[config.mk]
export PLATFORM = sky130hd
export DESIGN_NAME = coproc_bus_master_interface
export DESIGN_NICKNAME = d
export VERILOG_FILES = /design/src/hdl/cop_pkg.sv /design/src/hdl/arb_if.sv /design/src/hdl/dma_arbiter.sv /design/src/hdl/coproc_bus_master_interface.sv
export VERILOG_INCLUDE_DIRS = /design/src /design/src/hdl
export SDC_FILE = /design/constraint.sdc
export NUM_CORES = 1
export LEC_CHECK = 0
export ABC_AREA = 1
export BUFFER_PORTS_ARGS = -buffer_cell sky130_fd_sc_hd__buf_4
export CAP_MARGIN = 20
export CORE_UTILIZATION = 25
export CTS_CLUSTER_DIAMETER = 120
export CTS_CLUSTER_SIZE = 24
export DETAILED_ROUTE_END_ITERATION = 7
export HOLD_SLACK_MARGIN = 0.05
export SLEW_MARGIN = 20
export SYNTH_ARGS = -nofsm -noshare
export SYNTH_HDL_FRONTEND = slang
export SYNTH_SLANG_ARGS = --single-unit
export TNS_END_PERCENT = 30
[constraint.sdc]
create_clock -name CLK -period 1.9 [get_ports CLK]
set_clock_uncertainty 0.15 [all_clocks]
set_input_delay 0 -clock CLK [delete_from_list [all_inputs] [get_ports CLK]]
set_output_delay 0 -clock CLK [all_outputs]
set_load 0.005 [all_outputs]
[src/hdl/cop_map.svh]
`ifndef COP_MAP_SVH
`define COP_MAP_SVH
// Source indices, highest priority first
`define SRC_VIDEO 0
`define SRC_COMP 1
`define SRC_IODMA 2
`define SRC_COP 3
`define NUM_SRC 4
// DMA accesses allowed before the CPU must own the bus again
`define DMA_LIMIT 3'h4
// Coprocessor DRAM interval, address strobe to acknowledge
`define DRAM_CLKS 4'h5
`define CAS_EXT_CLKS 4'h1
// Pin sampling edge plus one synchroniser edge before the FSM reacts
`define SYNC_LAT 4'h2
// Coprocessor access targets
`define TGT_DRAM 2'h0
`define TGT_ROM 2'h1
`define TGT_IO 2'h2
// Transceiver direction levels
`define DIR_TO_COP 1'b0
`define DIR_TO_SYS 1'b1
`endif

[src/hdl/cop_pkg.sv]
`include "cop_map.svh"
package cop_pkg;
   typedef enum logic [8:0] {
      ST_IDLE = 9'h001,
      ST_S_ADDR = 9'h002,
      ST_S_DATA = 9'h004,
      ST_S_ACK = 9'h008,
      ST_S_END = 9'h010,
      ST_M_WAIT = 9'h020,
      ST_M_ADDR = 9'h040,
      ST_M_DATA = 9'h080,
      ST_M_ACK = 9'h100
   } bst_t;
   typedef struct packed {
      logic [`NUM_SRC-1:0] owner;
      logic [2:0] count;
      logic holdoff;
      logic bus_req_n;
   } arb_state_t;
   typedef struct packed {
      bst_t st;
      logic [3:0] cnt;
      logic [5:0] s1;
      logic [5:0] s2;
      logic grant_n;
      logic cs_n;
      logic as_o;
      logic as_oe;
      logic ds_o;
      logic ds_oe;
      logic latch_oe_n;
      logic dir_n;
      logic xcvr_oe_n;
      logic cpu_read_data_en_n_n;
      logic ack_n;
      logic ale_o;
      logic ale_oe;
      logic xack_o;
      logic xack_oe;
      logic cas_ext;
   } top_state_t;
endpackage

[src/hdl/arb_if.sv]
`timescale 1ns/1ns
`default_nettype none
`include "cop_map.svh"
interface arb_if;
   logic [`NUM_SRC-1:0] req;
   logic [`NUM_SRC-1:0] gnt;
   logic done;
   logic cpu_gnt;
   logic bus_req_n;
   modport arb (input req, done, cpu_gnt, output gnt, bus_req_n);
   modport user (output req, done, cpu_gnt, input gnt, bus_req_n);
endinterface
`default_nettype wire

[src/hdl/dma_arbiter.sv]
`timescale 1ns/1ns
`default_nettype none
`include "cop_map.svh"
module dma_arbiter
   import cop_pkg::*;
(
   // Clock and reset
   input wire logic clk,
   input wire logic rst_b,
   // Arbitration link
   arb_if.arb a
);
   arb_state_t s_r;
   arb_state_t s_nxt;

   // Fixed priority pick, video first and coprocessor last
   function automatic logic [`NUM_SRC-1:0] pick(input logic [`NUM_SRC-1:0] r);
      pick = '0;
      if (r[`SRC_VIDEO]) pick[`SRC_VIDEO] = 1'b1;
      else if (r[`SRC_COMP]) pick[`SRC_COMP] = 1'b1;
      else if (r[`SRC_IODMA]) pick[`SRC_IODMA] = 1'b1;
      else if (r[`SRC_COP]) pick[`SRC_COP] = 1'b1;
   endfunction

   // Ownership, access counting and CPU hold-off
   always_comb begin
      s_nxt = s_r;
      if (s_r.owner != '0) begin
         if (a.done) begin
            s_nxt.owner = '0;
            if (s_r.count == `DMA_LIMIT - 3'h1) begin
               s_nxt.count = '0;
               s_nxt.holdoff = 1'b1;
            end else begin
               s_nxt.count = s_r.count + 3'h1;
            end
         end
      end else if (!s_r.holdoff && a.cpu_gnt && a.req != '0) begin
         s_nxt.owner = pick(a.req);
      end else if (!a.cpu_gnt) begin
         s_nxt.count = '0;
      end
      if (s_r.holdoff && !a.cpu_gnt) begin
         s_nxt.holdoff = 1'b0;
      end
      // Bus granted with no request left: the CPU must take it back before the next grant
      if (s_nxt.owner == '0 && a.req == '0 && a.cpu_gnt) begin
         s_nxt.holdoff = 1'b1;
      end
      s_nxt.bus_req_n = !((a.req != '0 && !s_nxt.holdoff) ||
                          s_nxt.owner != '0);
   end

   // State register
   always_ff @(posedge clk) begin
      if (!rst_b) begin
         s_r <= '{owner: '0, count: '0, holdoff: 1'b0, bus_req_n: 1'b1};
      end else begin
         s_r <= s_nxt;
      end
   end

   assign a.gnt = s_r.owner; // Access in process keeps the bus
   assign a.bus_req_n = s_r.bus_req_n;
endmodule
`default_nettype wire

[src/hdl/coproc_bus_master_interface.sv]
`timescale 1ns/1ns
`default_nettype none
`include "cop_map.svh"
module coproc_bus_master_interface
   import cop_pkg::*;
(
   // Clock and reset
   input wire logic CLK,
   input wire logic RST_B,
   // Shared bus ownership with the CPU
   output logic SYSBUS_REQUEST_N,
   input wire logic CPU_BUSGNT_N,
   // Internal DMA sources
   input wire logic [2:0] DMA_REQ,
   input wire logic DMA_DONE,
   output logic [2:0] DMA_GNT,
   // CPU slave access decode
   input wire logic CPU_COP_SEL,
   input wire logic CPU_RD,
   output logic CPU_READ_DATA_EN_N,
   output logic CPU_ACK_N,
   // System bus address latch strobe, driven while the coprocessor masters
   output logic ALE_O,
   output logic ALE_OE,
   // Coprocessor strobes and acknowledge
   output logic COP_CHIP_SELECT_N,
   input wire logic COP_ADDR_STROBE_N_I,
   output logic COP_ADDR_STROBE_N_O,
   output logic COP_ADDR_STROBE_N_OE,
   input wire logic COP_DATA_STROBE_N_I,
   output logic COP_DATA_STROBE_N_O,
   output logic COP_DATA_STROBE_N_OE,
   input wire logic COP_XFER_ACK_N_I,
   output logic COP_XFER_ACK_N_O,
   output logic COP_XFER_ACK_N_OE,
   input wire logic COP_RD,
   // Coprocessor mastership
   input wire logic COP_BUS_REQ_N,
   output logic COP_BUS_GRANT_N,
   // Address latch and data transceivers
   output logic COP_ADDR_LATCH_OE_N,
   output logic COP_XCVR_DIR_N,
   output logic COP_XCVR_OE_N,
   // Target resource path
   input wire logic [1:0] COP_TARGET,
   input wire logic RES_DONE,
   input wire logic CAS_EXTEND_CFG,
   output logic COP_CAS_EXTEND
);
   top_state_t s_r;
   top_state_t s_nxt;
   arb_if arb ();
   logic as_n_s;
   logic ds_n_s;
   logic xack_n_s;
   logic breq_n_s;
   logic rd_s;
   logic gnt_s;
   logic [3:0] dram_lim;

   // Synchronised pin views, second stage only
   assign {gnt_s, as_n_s, ds_n_s, xack_n_s, breq_n_s, rd_s} =
      {!s_r.s2[5], s_r.s2[4:0]};
   assign dram_lim = s_r.cas_ext ? `DRAM_CLKS + `CAS_EXT_CLKS
                                 : `DRAM_CLKS;

   // Arbiter hookup; tenure end counts the coprocessor once
   assign arb.req = {!breq_n_s && s_r.st != ST_M_WAIT ||
                     !breq_n_s && !s_r.grant_n, DMA_REQ};
   assign arb.done = DMA_DONE && arb.gnt[`SRC_COP-1:0] != '0 ||
                     s_r.st == ST_M_WAIT && breq_n_s;
   assign arb.cpu_gnt = gnt_s;

   dma_arbiter u_arb (
      .clk(CLK),
      .rst_b(RST_B),
      .a(arb.arb)
   );

   // Sequencer and registered pin levels
   always_comb begin
      s_nxt = s_r;
      s_nxt.s1 = {CPU_BUSGNT_N, COP_ADDR_STROBE_N_I, COP_DATA_STROBE_N_I,
                  COP_XFER_ACK_N_I, COP_BUS_REQ_N, COP_RD};
      s_nxt.s2 = s_r.s1;
      s_nxt.cas_ext = CAS_EXTEND_CFG;
      case (s_r.st)
         ST_IDLE: begin
            if (arb.gnt[`SRC_COP]) begin
               s_nxt.st = ST_M_WAIT;
            end else if (CPU_COP_SEL) begin
               s_nxt.st = ST_S_ADDR;
            end
         end
         ST_S_ADDR: s_nxt.st = ST_S_DATA;
         ST_S_DATA: begin
            if (!xack_n_s) begin
               s_nxt.st = ST_S_ACK;
            end
         end
         ST_S_ACK: s_nxt.st = ST_S_END;
         ST_S_END: begin
            if (!CPU_COP_SEL && xack_n_s) begin
               s_nxt.st = ST_IDLE;
            end
         end
         ST_M_WAIT: begin
            if (breq_n_s) begin
               s_nxt.st = ST_IDLE;
            end else if (!as_n_s) begin
               s_nxt.st = ST_M_ADDR;
               s_nxt.cnt = `SYNC_LAT + 4'h1;
            end
         end
         ST_M_ADDR: begin
            s_nxt.st = ST_M_DATA;
            s_nxt.cnt = s_r.cnt + 4'h1;
         end
         ST_M_DATA: begin
            s_nxt.cnt = s_r.cnt + 4'h1;
            if (COP_TARGET == `TGT_DRAM) begin
               if (s_nxt.cnt >= dram_lim) begin
                  s_nxt.st = ST_M_ACK;
               end
            end else if (RES_DONE) begin
               s_nxt.st = ST_M_ACK;
            end
         end
         ST_M_ACK: begin
            if (as_n_s) begin
               s_nxt.st = ST_M_WAIT;
            end
         end
         default: s_nxt.st = ST_IDLE;
      endcase

      // Pin levels follow the next state so every output is a flop
      s_nxt.grant_n = 1'b1;
      s_nxt.cs_n = 1'b1;
      s_nxt.as_o = 1'b1;
      s_nxt.as_oe = 1'b0;
      s_nxt.ds_o = 1'b1;
      s_nxt.ds_oe = 1'b0;
      s_nxt.latch_oe_n = 1'b1;
      s_nxt.dir_n = `DIR_TO_COP;
      s_nxt.xcvr_oe_n = 1'b1;
      s_nxt.cpu_read_data_en_n_n = 1'b1;
      s_nxt.ack_n = 1'b1;
      s_nxt.ale_o = 1'b0;
      s_nxt.ale_oe = 1'b0;
      s_nxt.xack_o = 1'b1;
      s_nxt.xack_oe = 1'b0;
      case (s_nxt.st)
         ST_IDLE: s_nxt.grant_n = 1'b1;
         ST_S_ADDR: begin
            s_nxt.cs_n = 1'b0;
            s_nxt.as_o = 1'b0;
            s_nxt.as_oe = 1'b1;
            s_nxt.ds_oe = 1'b1;
            s_nxt.latch_oe_n = 1'b0;
         end
         ST_S_DATA, ST_S_ACK: begin
            s_nxt.cs_n = 1'b0;
            s_nxt.as_o = 1'b0;
            s_nxt.as_oe = 1'b1;
            s_nxt.ds_o = 1'b0;
            s_nxt.ds_oe = 1'b1;
            s_nxt.xcvr_oe_n = 1'b0;
            s_nxt.dir_n = CPU_RD ? `DIR_TO_SYS : `DIR_TO_COP;
            s_nxt.cpu_read_data_en_n_n = s_nxt.st != ST_S_ACK;
            s_nxt.ack_n = s_nxt.st != ST_S_ACK;
         end
         ST_S_END: begin
            s_nxt.as_oe = 1'b1; // Drive strobes high before release
            s_nxt.ds_oe = 1'b1;
         end
         ST_M_WAIT: begin
            s_nxt.grant_n = 1'b0;
            s_nxt.ale_oe = 1'b1;
            s_nxt.xack_oe = 1'b1;
         end
         ST_M_ADDR: begin
            s_nxt.grant_n = 1'b0;
            s_nxt.ale_oe = 1'b1;
            s_nxt.ale_o = 1'b1;
            s_nxt.xack_oe = 1'b1;
            s_nxt.xcvr_oe_n = 1'b0;
            s_nxt.dir_n = `DIR_TO_SYS;
         end
         ST_M_DATA, ST_M_ACK: begin
            s_nxt.grant_n = 1'b0;
            s_nxt.ale_oe = 1'b1;
            s_nxt.xack_oe = 1'b1;
            s_nxt.xack_o = s_nxt.st != ST_M_ACK;
            s_nxt.xcvr_oe_n = 1'b0;
            s_nxt.dir_n = rd_s ? `DIR_TO_COP : `DIR_TO_SYS;
         end
         default: s_nxt.grant_n = 1'b1;
      endcase
   end

   // State register
   always_ff @(posedge CLK) begin
      if (!RST_B) begin
         s_r <= '{st: ST_IDLE, cnt: 4'h0, s1: 6'h3E, s2: 6'h3E,
                  grant_n: 1'b1, cs_n: 1'b1, as_o: 1'b1, as_oe: 1'b0,
                  ds_o: 1'b1, ds_oe: 1'b0, latch_oe_n: 1'b1,
                  dir_n: 1'b0, xcvr_oe_n: 1'b1, cpu_read_data_en_n_n: 1'b1,
                  ack_n: 1'b1, ale_o: 1'b0, ale_oe: 1'b0,
                  xack_o: 1'b1, xack_oe: 1'b0, cas_ext: 1'b0};
      end else begin
         s_r <= s_nxt;
      end
   end

   // Output pins
   assign SYSBUS_REQUEST_N = arb.bus_req_n;
   assign DMA_GNT = arb.gnt[`SRC_COP-1:0];
   assign CPU_READ_DATA_EN_N = s_r.cpu_read_data_en_n_n;
   assign CPU_ACK_N = s_r.ack_n;
   assign ALE_O = s_r.ale_o;
   assign ALE_OE = s_r.ale_oe;
   assign COP_CHIP_SELECT_N = s_r.cs_n;
   assign COP_ADDR_STROBE_N_O = s_r.as_o;
   assign COP_ADDR_STROBE_N_OE = s_r.as_oe;
   assign COP_DATA_STROBE_N_O = s_r.ds_o;
   assign COP_DATA_STROBE_N_OE = s_r.ds_oe;
   assign COP_XFER_ACK_N_O = s_r.xack_o;
   assign COP_XFER_ACK_N_OE = s_r.xack_oe;
   assign COP_BUS_GRANT_N = s_r.grant_n;
   assign COP_ADDR_LATCH_OE_N = s_r.latch_oe_n;
   assign COP_XCVR_DIR_N = s_r.dir_n;
   assign COP_XCVR_OE_N = s_r.xcvr_oe_n;
   assign COP_CAS_EXTEND = s_r.cas_ext;
endmodule
`default_nettype wire

==> summary.json, run 1 <==
{
  "die-height": {"value": 94.27, "unit": "µm"},
  "gr-total-overflow": {"value": 0},
  "syn_to_final_growth": {"value": 36.39, "unit": "%"},
  "placed_cell_area": {"value": 0.002496, "unit": "mm²"},
  "post_synth_main_area_contributors": {"value": "sky130_fd_sc_hd__dfxtp_1, sky130_fd_sc_hd__nand2_1, sky130_fd_sc_hd__inv_1, sky130_fd_sc_hd__nor2_1, sky130_fd_sc_hd__nand3_1"},
  "report.final.setup_viol": {"value": 0},
  "layout_min_cycle_time": {"value": 1.864, "unit": "ns"},
  "final_antenna_diode_count": {"value": 0},
  "critical_path.endpoint_type": {"value": "flop"},
  "power-per-cell-area": {"value": 694.0, "unit": "mW/mm²"},
  "synth_top_family_by_area": {"value": "simple AND/OR/NAND/NOR gates"},
  "power.ir.vdd_worst": {"value": 0.3025, "unit": "mV"},
  "grt_usage": {"value": 12.01, "unit": "%"},
  "maxCapViolCount": {"value": 0},
  "num-nets-final": {"value": 370},
  "route.vias.total": {"value": 1985},
  "io-pin-count": {"value": 38},
  "dominantRegCellSynth": {"value": "sky130_fd_sc_hd__dfxtp_1"},
  "clkSlewWorstSetupHoldPaths": {"value": 0.08, "unit": "ns"},
  "synth.yosys.warnings": {"value": 0},
  "worst_pin_slew": {"value": 0.4726, "unit": "ns"},
  "numCtsBuffers": {"value": 5},
  "fp.coreArea": {"value": 0.008217, "unit": "mm²"},
  "power.total": {"value": 2.015, "unit": "mW"},
  "cp-start-kind": {"value": "flop"},
  "number_of_nets_produced_by_synthesis": {"value": 311},
  "synth_seq_cells": {"value": 44},
  "synth.cells.most_frequent": {"value": "sky130_fd_sc_hd__nand2_1, sky130_fd_sc_hd__dfxtp_1, sky130_fd_sc_hd__inv_1, sky130_fd_sc_hd__nor2_1, sky130_fd_sc_hd__nand3_1"},
  "async_reset_ff_share": {"value": 0, "unit": "%"},
  "fmax": {"value": 536.6, "unit": "MHz"},
  "synthDistinctLibCells": {"value": 34},
  "critPathKind": {"value": "flop to flop"},
  "hold_path_class": {"value": "flop to flop"},
  "outcome": {"value": "complete, no violations"},
  "rsz0062_at_grt": {"value": "yes"},
  "synth_adder_area_share": {"value": 2.352, "unit": "%"},
  "clkLatencyLatePin": {"value": 0.29, "unit": "ns"},
  "dieArea": {"value": 0.008886, "unit": "mm²"},
  "synth_seq_area_share": {"value": 41.39, "unit": "%"},
  "post_synth_mux_area_share": {"value": 0, "unit": "%"},
  "grt_start_max_net_pins": {"value": 17},
  "via_cell_ratio": {"value": 4.372},
  "fin_ws": {"value": 0.03643, "unit": "ns"},
  "detail-route-antenna-nets": {"value": 0},
  "clock_path_buffers": {"value": 2},
  "final_max_slew_viol_count": {"value": 0},
  "global_route_wire_length_before_repair": {"value": 8273, "unit": "µm"},
  "wp_data_required": {"value": 1.95, "unit": "ns"},
  "avgRoutedWirePerCell": {"value": 10.96, "unit": "µm"},
  "netlist.top_cell.by_area": {"value": "sky130_fd_sc_hd__dfxtp_1"},
  "synthesis.area_per_instance": {"value": 7.364, "unit": "µm²"},
  "stdcell_area": {"value": 0.002903, "unit": "mm²"},
  "timing.final.hold_violations": {"value": 0},
  "clock-root-buffer": {"value": "sky130_fd_sc_hd__clkbuf_8"},
  "route.final.wire_length": {"value": 4975, "unit": "µm"},
  "clock-sinks": {"value": 44},
  "drtIter0Drc": {"value": 139},
  "dp_worst_setup_slack": {"value": -0.06761, "unit": "ns"},
  "grt_antenna_before_repair": {"value": 0},
  "cts-htree-levels": {"value": 2},
  "synthesized_cell_area": {"value": 0.002128, "unit": "mm²"},
  "first_global_vias": {"value": 1862},
  "route.detailed.drc": {"value": 0},
  "relSlewSlack": {"value": 68.46, "unit": "%"},
  "initial_core_util": {"value": 25.90, "unit": "%"},
  "placement_rows": {"value": 33},
  "portBuffers": {"value": 36},
  "synth_compound_gate_area_share": {"value": 8.524, "unit": "%"},
  "count_leader_synth": {"value": "sky130_fd_sc_hd__nand2_1"},
  "first_pass_iters": {"value": 4},
  "yosys.area.top_type_share": {"value": 41.39, "unit": "%"},
  "p_leak": {"value": 1.384, "unit": "nW"},
  "die_w": {"value": 94.27, "unit": "µm"},
  "synthSimpleGateAreaFrac": {"value": 37.27, "unit": "%"},
  "globalplace.congestion": {"value": 0.8270},
  "worst-path-max-fanout": {"value": 4},
  "synthesis.instances": {"value": 289},
  "post_route_cells_drive_above_1_share": {"value": 28.94, "unit": "%"},
  "timing.final.crit_share": {"value": 98.08, "unit": "%"},
  "synth_enable_flop_cells": {"value": 0},
  "dp_hpwl": {"value": 3544, "unit": "µm"},
  "synth_xor_area_share": {"value": 0.4115, "unit": "%"},
  "tritoncts_clock_tree": {"value": "yes"},
  "fillCellCount": {"value": 855},
  "worstPathArrival": {"value": 1.91, "unit": "ns"}
}
per-layer routing:
metal  track usage, %  routed length, µm  vias to the layer above
li1                 -                  -                     1029
met1            15.19               2320                      904
met2            19.44               2343                       41
met3            2.670                194                       11
met4            5.128                117                        0
met5                0                  0                        -
power breakdown:
part / total [mW] / internal [mW] / leakage [nW] / switching [mW]
clock: 0.772 / 0.464 / 0.0645 / 0.308
combinational: 0.269 / 0.127 / 0.958 / 0.142
sequential: 0.974 / 0.952 / 0.361 / 0.0224
total: 2.01 / 1.54 / 1.38 / 0.472
worst max-delay path, stage by stage (launching register included):
cell and delay (ns):
sky130_fd_sc_hd__dfxtp_4 0.36, sky130_fd_sc_hd__buf_6 0.13, sky130_fd_sc_hd__ha_4 0.25, sky130_fd_sc_hd__inv_2 0.03
sky130_fd_sc_hd__nand2_1 0.08, sky130_fd_sc_hd__nand2_2 0.06, sky130_fd_sc_hd__nand2_2 0.06, sky130_fd_sc_hd__nand2_2 0.04
sky130_fd_sc_hd__nand3_2 0.08, sky130_fd_sc_hd__nand2_1 0.06, sky130_fd_sc_hd__nand2_1 0.08, sky130_fd_sc_hd__nand2_1 0.06
sky130_fd_sc_hd__nor2_2 0.13, sky130_fd_sc_hd__nor2_1 0.05, sky130_fd_sc_hd__nor2_1 0.08, sky130_fd_sc_hd__nor2_1 0.05
cell families after synthesis:
group	after synthesis
simple gates	162
buf+inv	50
flops	44
compound gates	28
fa+ha+maj	4
xor+xnor	1
area by class of cell:
cell class                 count  area (µm²)  share of cell area, %
multi-input combinational    195        1094                  37.67
sequential                    44       887.1                  30.56
timing repair buffer          62       514.2                  17.72
inverter                      40       150.1                  5.172
tap                          105       131.4                  4.526
clock buffer                   7       96.34                  3.319
clock inverter                 1       30.03                  1.034
sequential cells by signal, summed over array words and instances (netlist names), 4 cells and up:
register,count
u_arb.s_r,4
s_r,15
s_nxt,5
u_arb.a.gnt,4
stage by stage:
stage | util (%) | hold WS (ns) | setup TNS, ns | instances
global route | 35.33 | 0.2795 | -0.1204 | 454
CTS | 34.58 | 0.2685 | 0 | 452
global placement | 30.38 | 0.03151 | 0 | 424
detailed placement | 30.38 | 0.04028 | -0.1174 | 424
floorplan | - | -0.06111 | 0 | 289
finish | 35.33 | 0.2678 | 0 | 454
path summary, 6_finish.rpt:
kind | depth (start not counted) | endpoint | slack [ns] | start
setup / recovery | 15 | COP_XCVR_DIR_N | 0.04 | s_r[28]
hold reg to reg | 1 | s_r[18] | 0.27 | s_nxt[18]
setup reg to reg | 15 | COP_XCVR_DIR_N | 0.04 | s_r[28]
hold / removal | 1 | s_r[18] | 0.27 | s_nxt[18]
what timing repair did:
item	in CTS	in global routing
pin swaps	2	11
setup buffers	1	3
hold buffers	19	0
setup endpoints to repair	2	8
gates resized for setup	4	13
endpoints found under the hold margin	32	0
placed cells by master (no fill, tap or decap), types with 2 or more instances in the layout:
cell and instances:
sky130_fd_sc_hd__dfxtp_1 41, sky130_fd_sc_hd__nor2_4 3, sky130_fd_sc_hd__ha_4 3, sky130_fd_sc_hd__clkbuf_8 7
sky130_fd_sc_hd__nand4_1 11, sky130_fd_sc_hd__o21a_1 2, sky130_fd_sc_hd__nand2_1 56, sky130_fd_sc_hd__nand3_1 17
sky130_fd_sc_hd__inv_1 35, sky130_fd_sc_hd__nand3_2 3, sky130_fd_sc_hd__a21oi_1 9, sky130_fd_sc_hd__inv_2 5
sky130_fd_sc_hd__o21ai_0 7, sky130_fd_sc_hd__nor2_1 36, sky130_fd_sc_hd__or2_2 10, sky130_fd_sc_hd__dlygate4sd3_1 18
sky130_fd_sc_hd__nor3_1 5, sky130_fd_sc_hd__dfxtp_2 2, sky130_fd_sc_hd__nor2_2 3, sky130_fd_sc_hd__nand2_4 3
sky130_fd_sc_hd__a22oi_1 2, sky130_fd_sc_hd__nand2_2 11, sky130_fd_sc_hd__buf_4 43
No activity file was read; power rests on OpenSTA's default activity.
==> run 2, diff against run 1 <==
==> constraint.sdc (replaced) <==
create_clock -name CLK -period 2.3 [get_ports CLK]
set_clock_uncertainty 0.15 [all_clocks]
set_input_delay 0 -clock CLK [delete_from_list [all_inputs] [get_ports CLK]]
set_output_delay 0 -clock CLK [all_outputs]
set_load 0.005 [all_outputs]
==> summary.json, run 2 (synthesis results as in run 1) <==
{
  "outcome": {"value": "complete, no violations", "change": "unchanged"},
  "first_global_vias": {"value": 1836, "change": "was 1,862"},
  "tritoncts_clock_tree": {"value": "yes", "change": "unchanged"},
  "maxCapViolCount": {"value": 0, "change": "unchanged"},
  "timing.critical_path.mode_cell": {"value": "sky130_fd_sc_hd__dlygate4sd3_1", "change": "was sky130_fd_sc_hd__nand2_1"},
  "avgRoutedWirePerCell": {"value": 10.46, "unit": "µm", "change": "was 10.96 µm"},
  "fp.coreArea": {"value": 0.008217, "unit": "mm²", "change": "unchanged"},
  "wp_data_required": {"value": 2.35, "unit": "ns", "change": "was 1.95 ns"},
  "fillCellCount": {"value": 842, "change": "was 855"},
  "final_max_slew_viol_count": {"value": 0, "change": "unchanged"},
  "dp_worst_setup_slack": {"value": 0.2431, "unit": "ns", "change": "was -0.06761 ns"},
  "timing.critical_path.from": {"value": "DMA_REQ[1]", "change": "was s_r[28]"},
  "clkSlewWorstSetupHoldPaths": {"value": 0.09, "unit": "ns", "change": "was 0.08 ns"},
  "final_antenna_diode_count": {"value": 0, "change": "unchanged"},
  "largest_register_ff_count": {"value": 15, "change": "unchanged"},
  "utilization": {"value": 34.13, "unit": "%", "change": "was 35.33%"},
  "placed_cell_area": {"value": 0.002474, "unit": "mm²", "change": "was 0.002496 mm²"},
  "route.vias.total": {"value": 1962, "change": "was 1,985"},
  "num-nets-final": {"value": 367, "change": "was 370"},
  "power.ir.vdd_worst": {"value": 0.2776, "unit": "mV", "change": "was 0.3025 mV"},
  "regMostFlops": {"value": "s_r", "change": "unchanged"},
  "critical-path-top-delay-family": {"value": "buffers and inverters", "change": "was simple AND/OR/NAND/NOR gates"},
  "worst-path-buf-inv": {"value": 4, "change": "was 2"},
  "timing.final.hold_violations": {"value": 0, "change": "unchanged"},
  "cp-start-kind": {"value": "primary input", "change": "was flop"},
  "die_w": {"value": 94.27, "unit": "µm", "change": "unchanged"},
  "io-pin-count": {"value": 38, "change": "unchanged"},
  "switching_share": {"value": 26.37, "unit": "%", "change": "was 23.43%"},
  "die-height": {"value": 94.27, "unit": "µm", "change": "unchanged"},
  "power-per-cell-area": {"value": 551.8, "unit": "mW/mm²", "change": "was 694.0 mW/mm²"},
  "dieArea": {"value": 0.008886, "unit": "mm²", "change": "unchanged"},
  "syn_to_final_growth": {"value": 31.75, "unit": "%", "change": "was 36.39%"},
  "min_from": {"value": "COP_TARGET[1]", "change": "was s_nxt[18]"},
  "first_pass_iters": {"value": 4, "change": "unchanged"},
  "fin_ws": {"value": 0.1070, "unit": "ns", "change": "was 0.03643 ns"},
  "grt_antenna_before_repair": {"value": 0, "change": "unchanged"},
  "dp_hpwl": {"value": 3428, "unit": "µm", "change": "was 3544 µm"},
  "critical_path.endpoint_type": {"value": "flop", "change": "unchanged"},
  "timing.final.crit_share": {"value": 95.35, "unit": "%"},
  "portBuffers": {"value": 36, "change": "unchanged"},
  "post_route_cells_drive_above_1_share": {"value": 23.41, "unit": "%", "change": "was 28.94%"},
  "clock-root-buffer": {"value": "sky130_fd_sc_hd__clkbuf_8", "change": "unchanged"},
  "relSlewSlack": {"value": 61.69, "unit": "%", "change": "was 68.46%"},
  "net_switching_power_of_the_design": {"value": 0.4080, "unit": "mW", "change": "was 0.4720 mW"},
  "layout_min_cycle_time": {"value": 2.193, "unit": "ns"},
  "cp_slowest_stage_delay": {"value": 0.61, "unit": "ns", "change": "was 0.36 ns"},
  "drtIter0Drc": {"value": 174, "change": "was 139"},
  "grt_usage": {"value": 11.72, "unit": "%", "change": "was 12.01%"},
  "rsz0062_at_grt": {"value": "no", "change": "was yes"},
  "route.detailed.drc": {"value": 0, "change": "unchanged"},
  "clock_path_buffers": {"value": 2, "change": "unchanged"},
  "stdcell_area": {"value": 0.002804, "unit": "mm²", "change": "was 0.002903 mm²"},
  "fmax": {"value": 456.0, "unit": "MHz"},
  "power.total": {"value": 1.547, "unit": "mW", "change": "was 2.015 mW"},
  "hold_path_class": {"value": "primary input to flop", "change": "was flop to flop"},
  "mostFrequentLayoutCells": {"value": "sky130_fd_sc_hd__nand2_1, sky130_fd_sc_hd__dfxtp_1, sky130_fd_sc_hd__inv_1, sky130_fd_sc_hd__nor2_1, sky130_fd_sc_hd__buf_4", "change": "was sky130_fd_sc_hd__nand2_1, sky130_fd_sc_hd__buf_4, sky130_fd_sc_hd__dfxtp_1, sky130_fd_sc_hd__nor2_1, sky130_fd_sc_hd__inv_1"},
  "critical-path-slowest-cell": {"value": "sky130_fd_sc_hd__dlygate4sd3_1", "change": "was sky130_fd_sc_hd__dfxtp_4"},
  "global_route_wire_length_before_repair": {"value": 8176, "unit": "µm", "change": "was 8273 µm"},
  "critical_path.cell_chain": {"value": "dlygate4sd3_1 > buf_4 > nor3_1 > dlygate4sd3_1 > nand2_2 > nand4_1 > dlygate4sd3_1 > a21oi_1", "change": "was buf_6 > ha_4 > inv_2 > nand2_1 > nand2_2 > nand2_2 > nand2_2 > nand3_2 > nand2_1 > nand2_1 > nand2_1 > nor2_2 > nor2_1 > nor2_1 > nor2_1"},
  "initial_core_util": {"value": 25.90, "unit": "%", "change": "unchanged"},
  "detail-route-antenna-nets": {"value": 0, "change": "unchanged"},
  "gr-total-overflow": {"value": 0, "change": "unchanged"},
  "worstPathArrival": {"value": 2.24, "unit": "ns", "change": "was 1.91 ns"},
  "placement_rows": {"value": 33, "change": "unchanged"},
  "worst_pin_slew": {"value": 0.5740, "unit": "ns", "change": "was 0.4726 ns"},
  "cts-htree-levels": {"value": 2, "change": "unchanged"},
  "report.final.setup_viol": {"value": 0, "change": "unchanged"},
  "grt_start_max_net_pins": {"value": 21, "change": "was 17"},
  "clkLatencyLatePin": {"value": 0.30, "unit": "ns", "change": "was 0.29 ns"},
  "route.final.wire_length": {"value": 4717, "unit": "µm", "change": "was 4975 µm"},
  "globalplace.congestion": {"value": 0.8586, "change": "was 0.8270"},
  "via_cell_ratio": {"value": 4.350, "change": "was 4.372"},
  "postCtsSetupBuffers": {"value": 0, "change": "was 1"},
  "r2r-start": {"value": "s_r[38]", "change": "was s_r[28]"},
  "combPwrFrac": {"value": 14.5, "unit": "%", "change": "was 13.3%"},
  "power.internal": {"value": 1.139, "unit": "mW", "change": "was 1.542 mW"},
  "worst-path-max-fanout": {"value": 3, "change": "was 4"},
  "p_seq_share": {"value": 52.1, "unit": "%", "change": "was 48.4%"},
  "p_clk_share": {"value": 33.5, "unit": "%", "change": "was 38.3%"},
  "clock-sinks": {"value": 44, "change": "unchanged"},
  "setup_tns": {"value": 0, "unit": "ns", "change": "unchanged"},
  "p_leak": {"value": 1.347, "unit": "nW", "change": "was 1.384 nW"},
  "critPathKind": {"value": "primary input to flop", "change": "was flop to flop"},
  "layout.cells.most_common": {"value": "sky130_fd_sc_hd__nand2_1", "change": "unchanged"},
  "numCtsBuffers": {"value": 5, "change": "unchanged"}
}
[run 2: cell count changes in the layout (fill, tap and decap cells not counted), moves of 2 or more]
cell                            delta
sky130_fd_sc_hd__buf_4             -6
sky130_fd_sc_hd__dlygate4sd3_1     +4
sky130_fd_sc_hd__dfxtp_1           +3
sky130_fd_sc_hd__ha_1              +3
sky130_fd_sc_hd__ha_4              -3
sky130_fd_sc_hd__nand2_1           +3
sky130_fd_sc_hd__nand2_2           -3
sky130_fd_sc_hd__clkinvlp_4        +2
sky130_fd_sc_hd__dfxtp_2           -2
sky130_fd_sc_hd__inv_1             +2
sky130_fd_sc_hd__inv_2             -2
sky130_fd_sc_hd__nand3_1           +2
sky130_fd_sc_hd__nand3_2           -2
sky130_fd_sc_hd__nor2_2            -2
[run 2: path summary, 6_finish.rpt]
check,slack (ns),to,depth (start not counted)
worst max register to register,0.18,s_r[32],9
worst min-delay path,0.12,s_r[39],6
worst min register to register,0.27,s_r[21],1
worst max-delay path,0.11,u_arb.a.gnt[0],8
[run 2: per-stage QoR]
stage | std cells | hold WS [ns]
2_1_floorplan | 289 | -0.06111
3_3_place_gp | 421 | 0.03178
3_5_place_dp | 421 | 0.03667
4_1_cts | 451 | 0.1230
5_1_grt | 451 | 0.1649
6_report | 451 | 0.1191
[run 2: layout make-up]
cell class / count / area, µm² / area share, %
clock buffer: 6 / 82.58 / 2.945
clock inverter: 2 / 15.01 / 0.5355
inverter: 40 / 150.1 / 5.355
multi-input combinational: 195 / 1046 / 37.30
sequential: 44 / 880.8 / 31.41
tap: 105 / 131.4 / 4.685
timing repair buffer: 59 / 498.0 / 17.76
[run 2: what timing repair did]
item	in CTS	in global routing
resized for setup	0	3
endpoints found under the setup margin	0	1
hold buffers	22	0
endpoints found under the hold margin	32	0
[run 2: per-layer routing]
layer	global-route usage, %	vias up	wire length, µm
met3	2.184	6	143
met5	0	-	0
met1	13.71	902	2138
met2	20.95	29	2353
met4	4.359	0	82
li1	-	1025	-
[run 2: power groups by stage]
stage          Clock, mW  Sequential (mW)  Combinational [mW]
2_1_floorplan          0            0.819               0.128
4_1_cts            0.539            0.806               0.223
3_3_place_gp           0            0.823               0.192
6_report           0.518            0.805               0.224
5_1_grt            0.565            0.810               0.251
3_5_place_dp           0            0.824               0.193
[run 2: worst register-to-register path, stage by stage (launching register included)]
cell,delay [ns]
sky130_fd_sc_hd__dfxtp_1,0.37
sky130_fd_sc_hd__nor2_4,0.17
sky130_fd_sc_hd__nand2_1,0.12
sky130_fd_sc_hd__nor2_4,0.16
sky130_fd_sc_hd__nand2_1,0.10
sky130_fd_sc_hd__nand2_2,0.13
sky130_fd_sc_hd__nor2_1,0.07
sky130_fd_sc_hd__nand4_1,0.08
sky130_fd_sc_hd__nand3_1,0.08
sky130_fd_sc_hd__dlygate4sd3_1,0.57
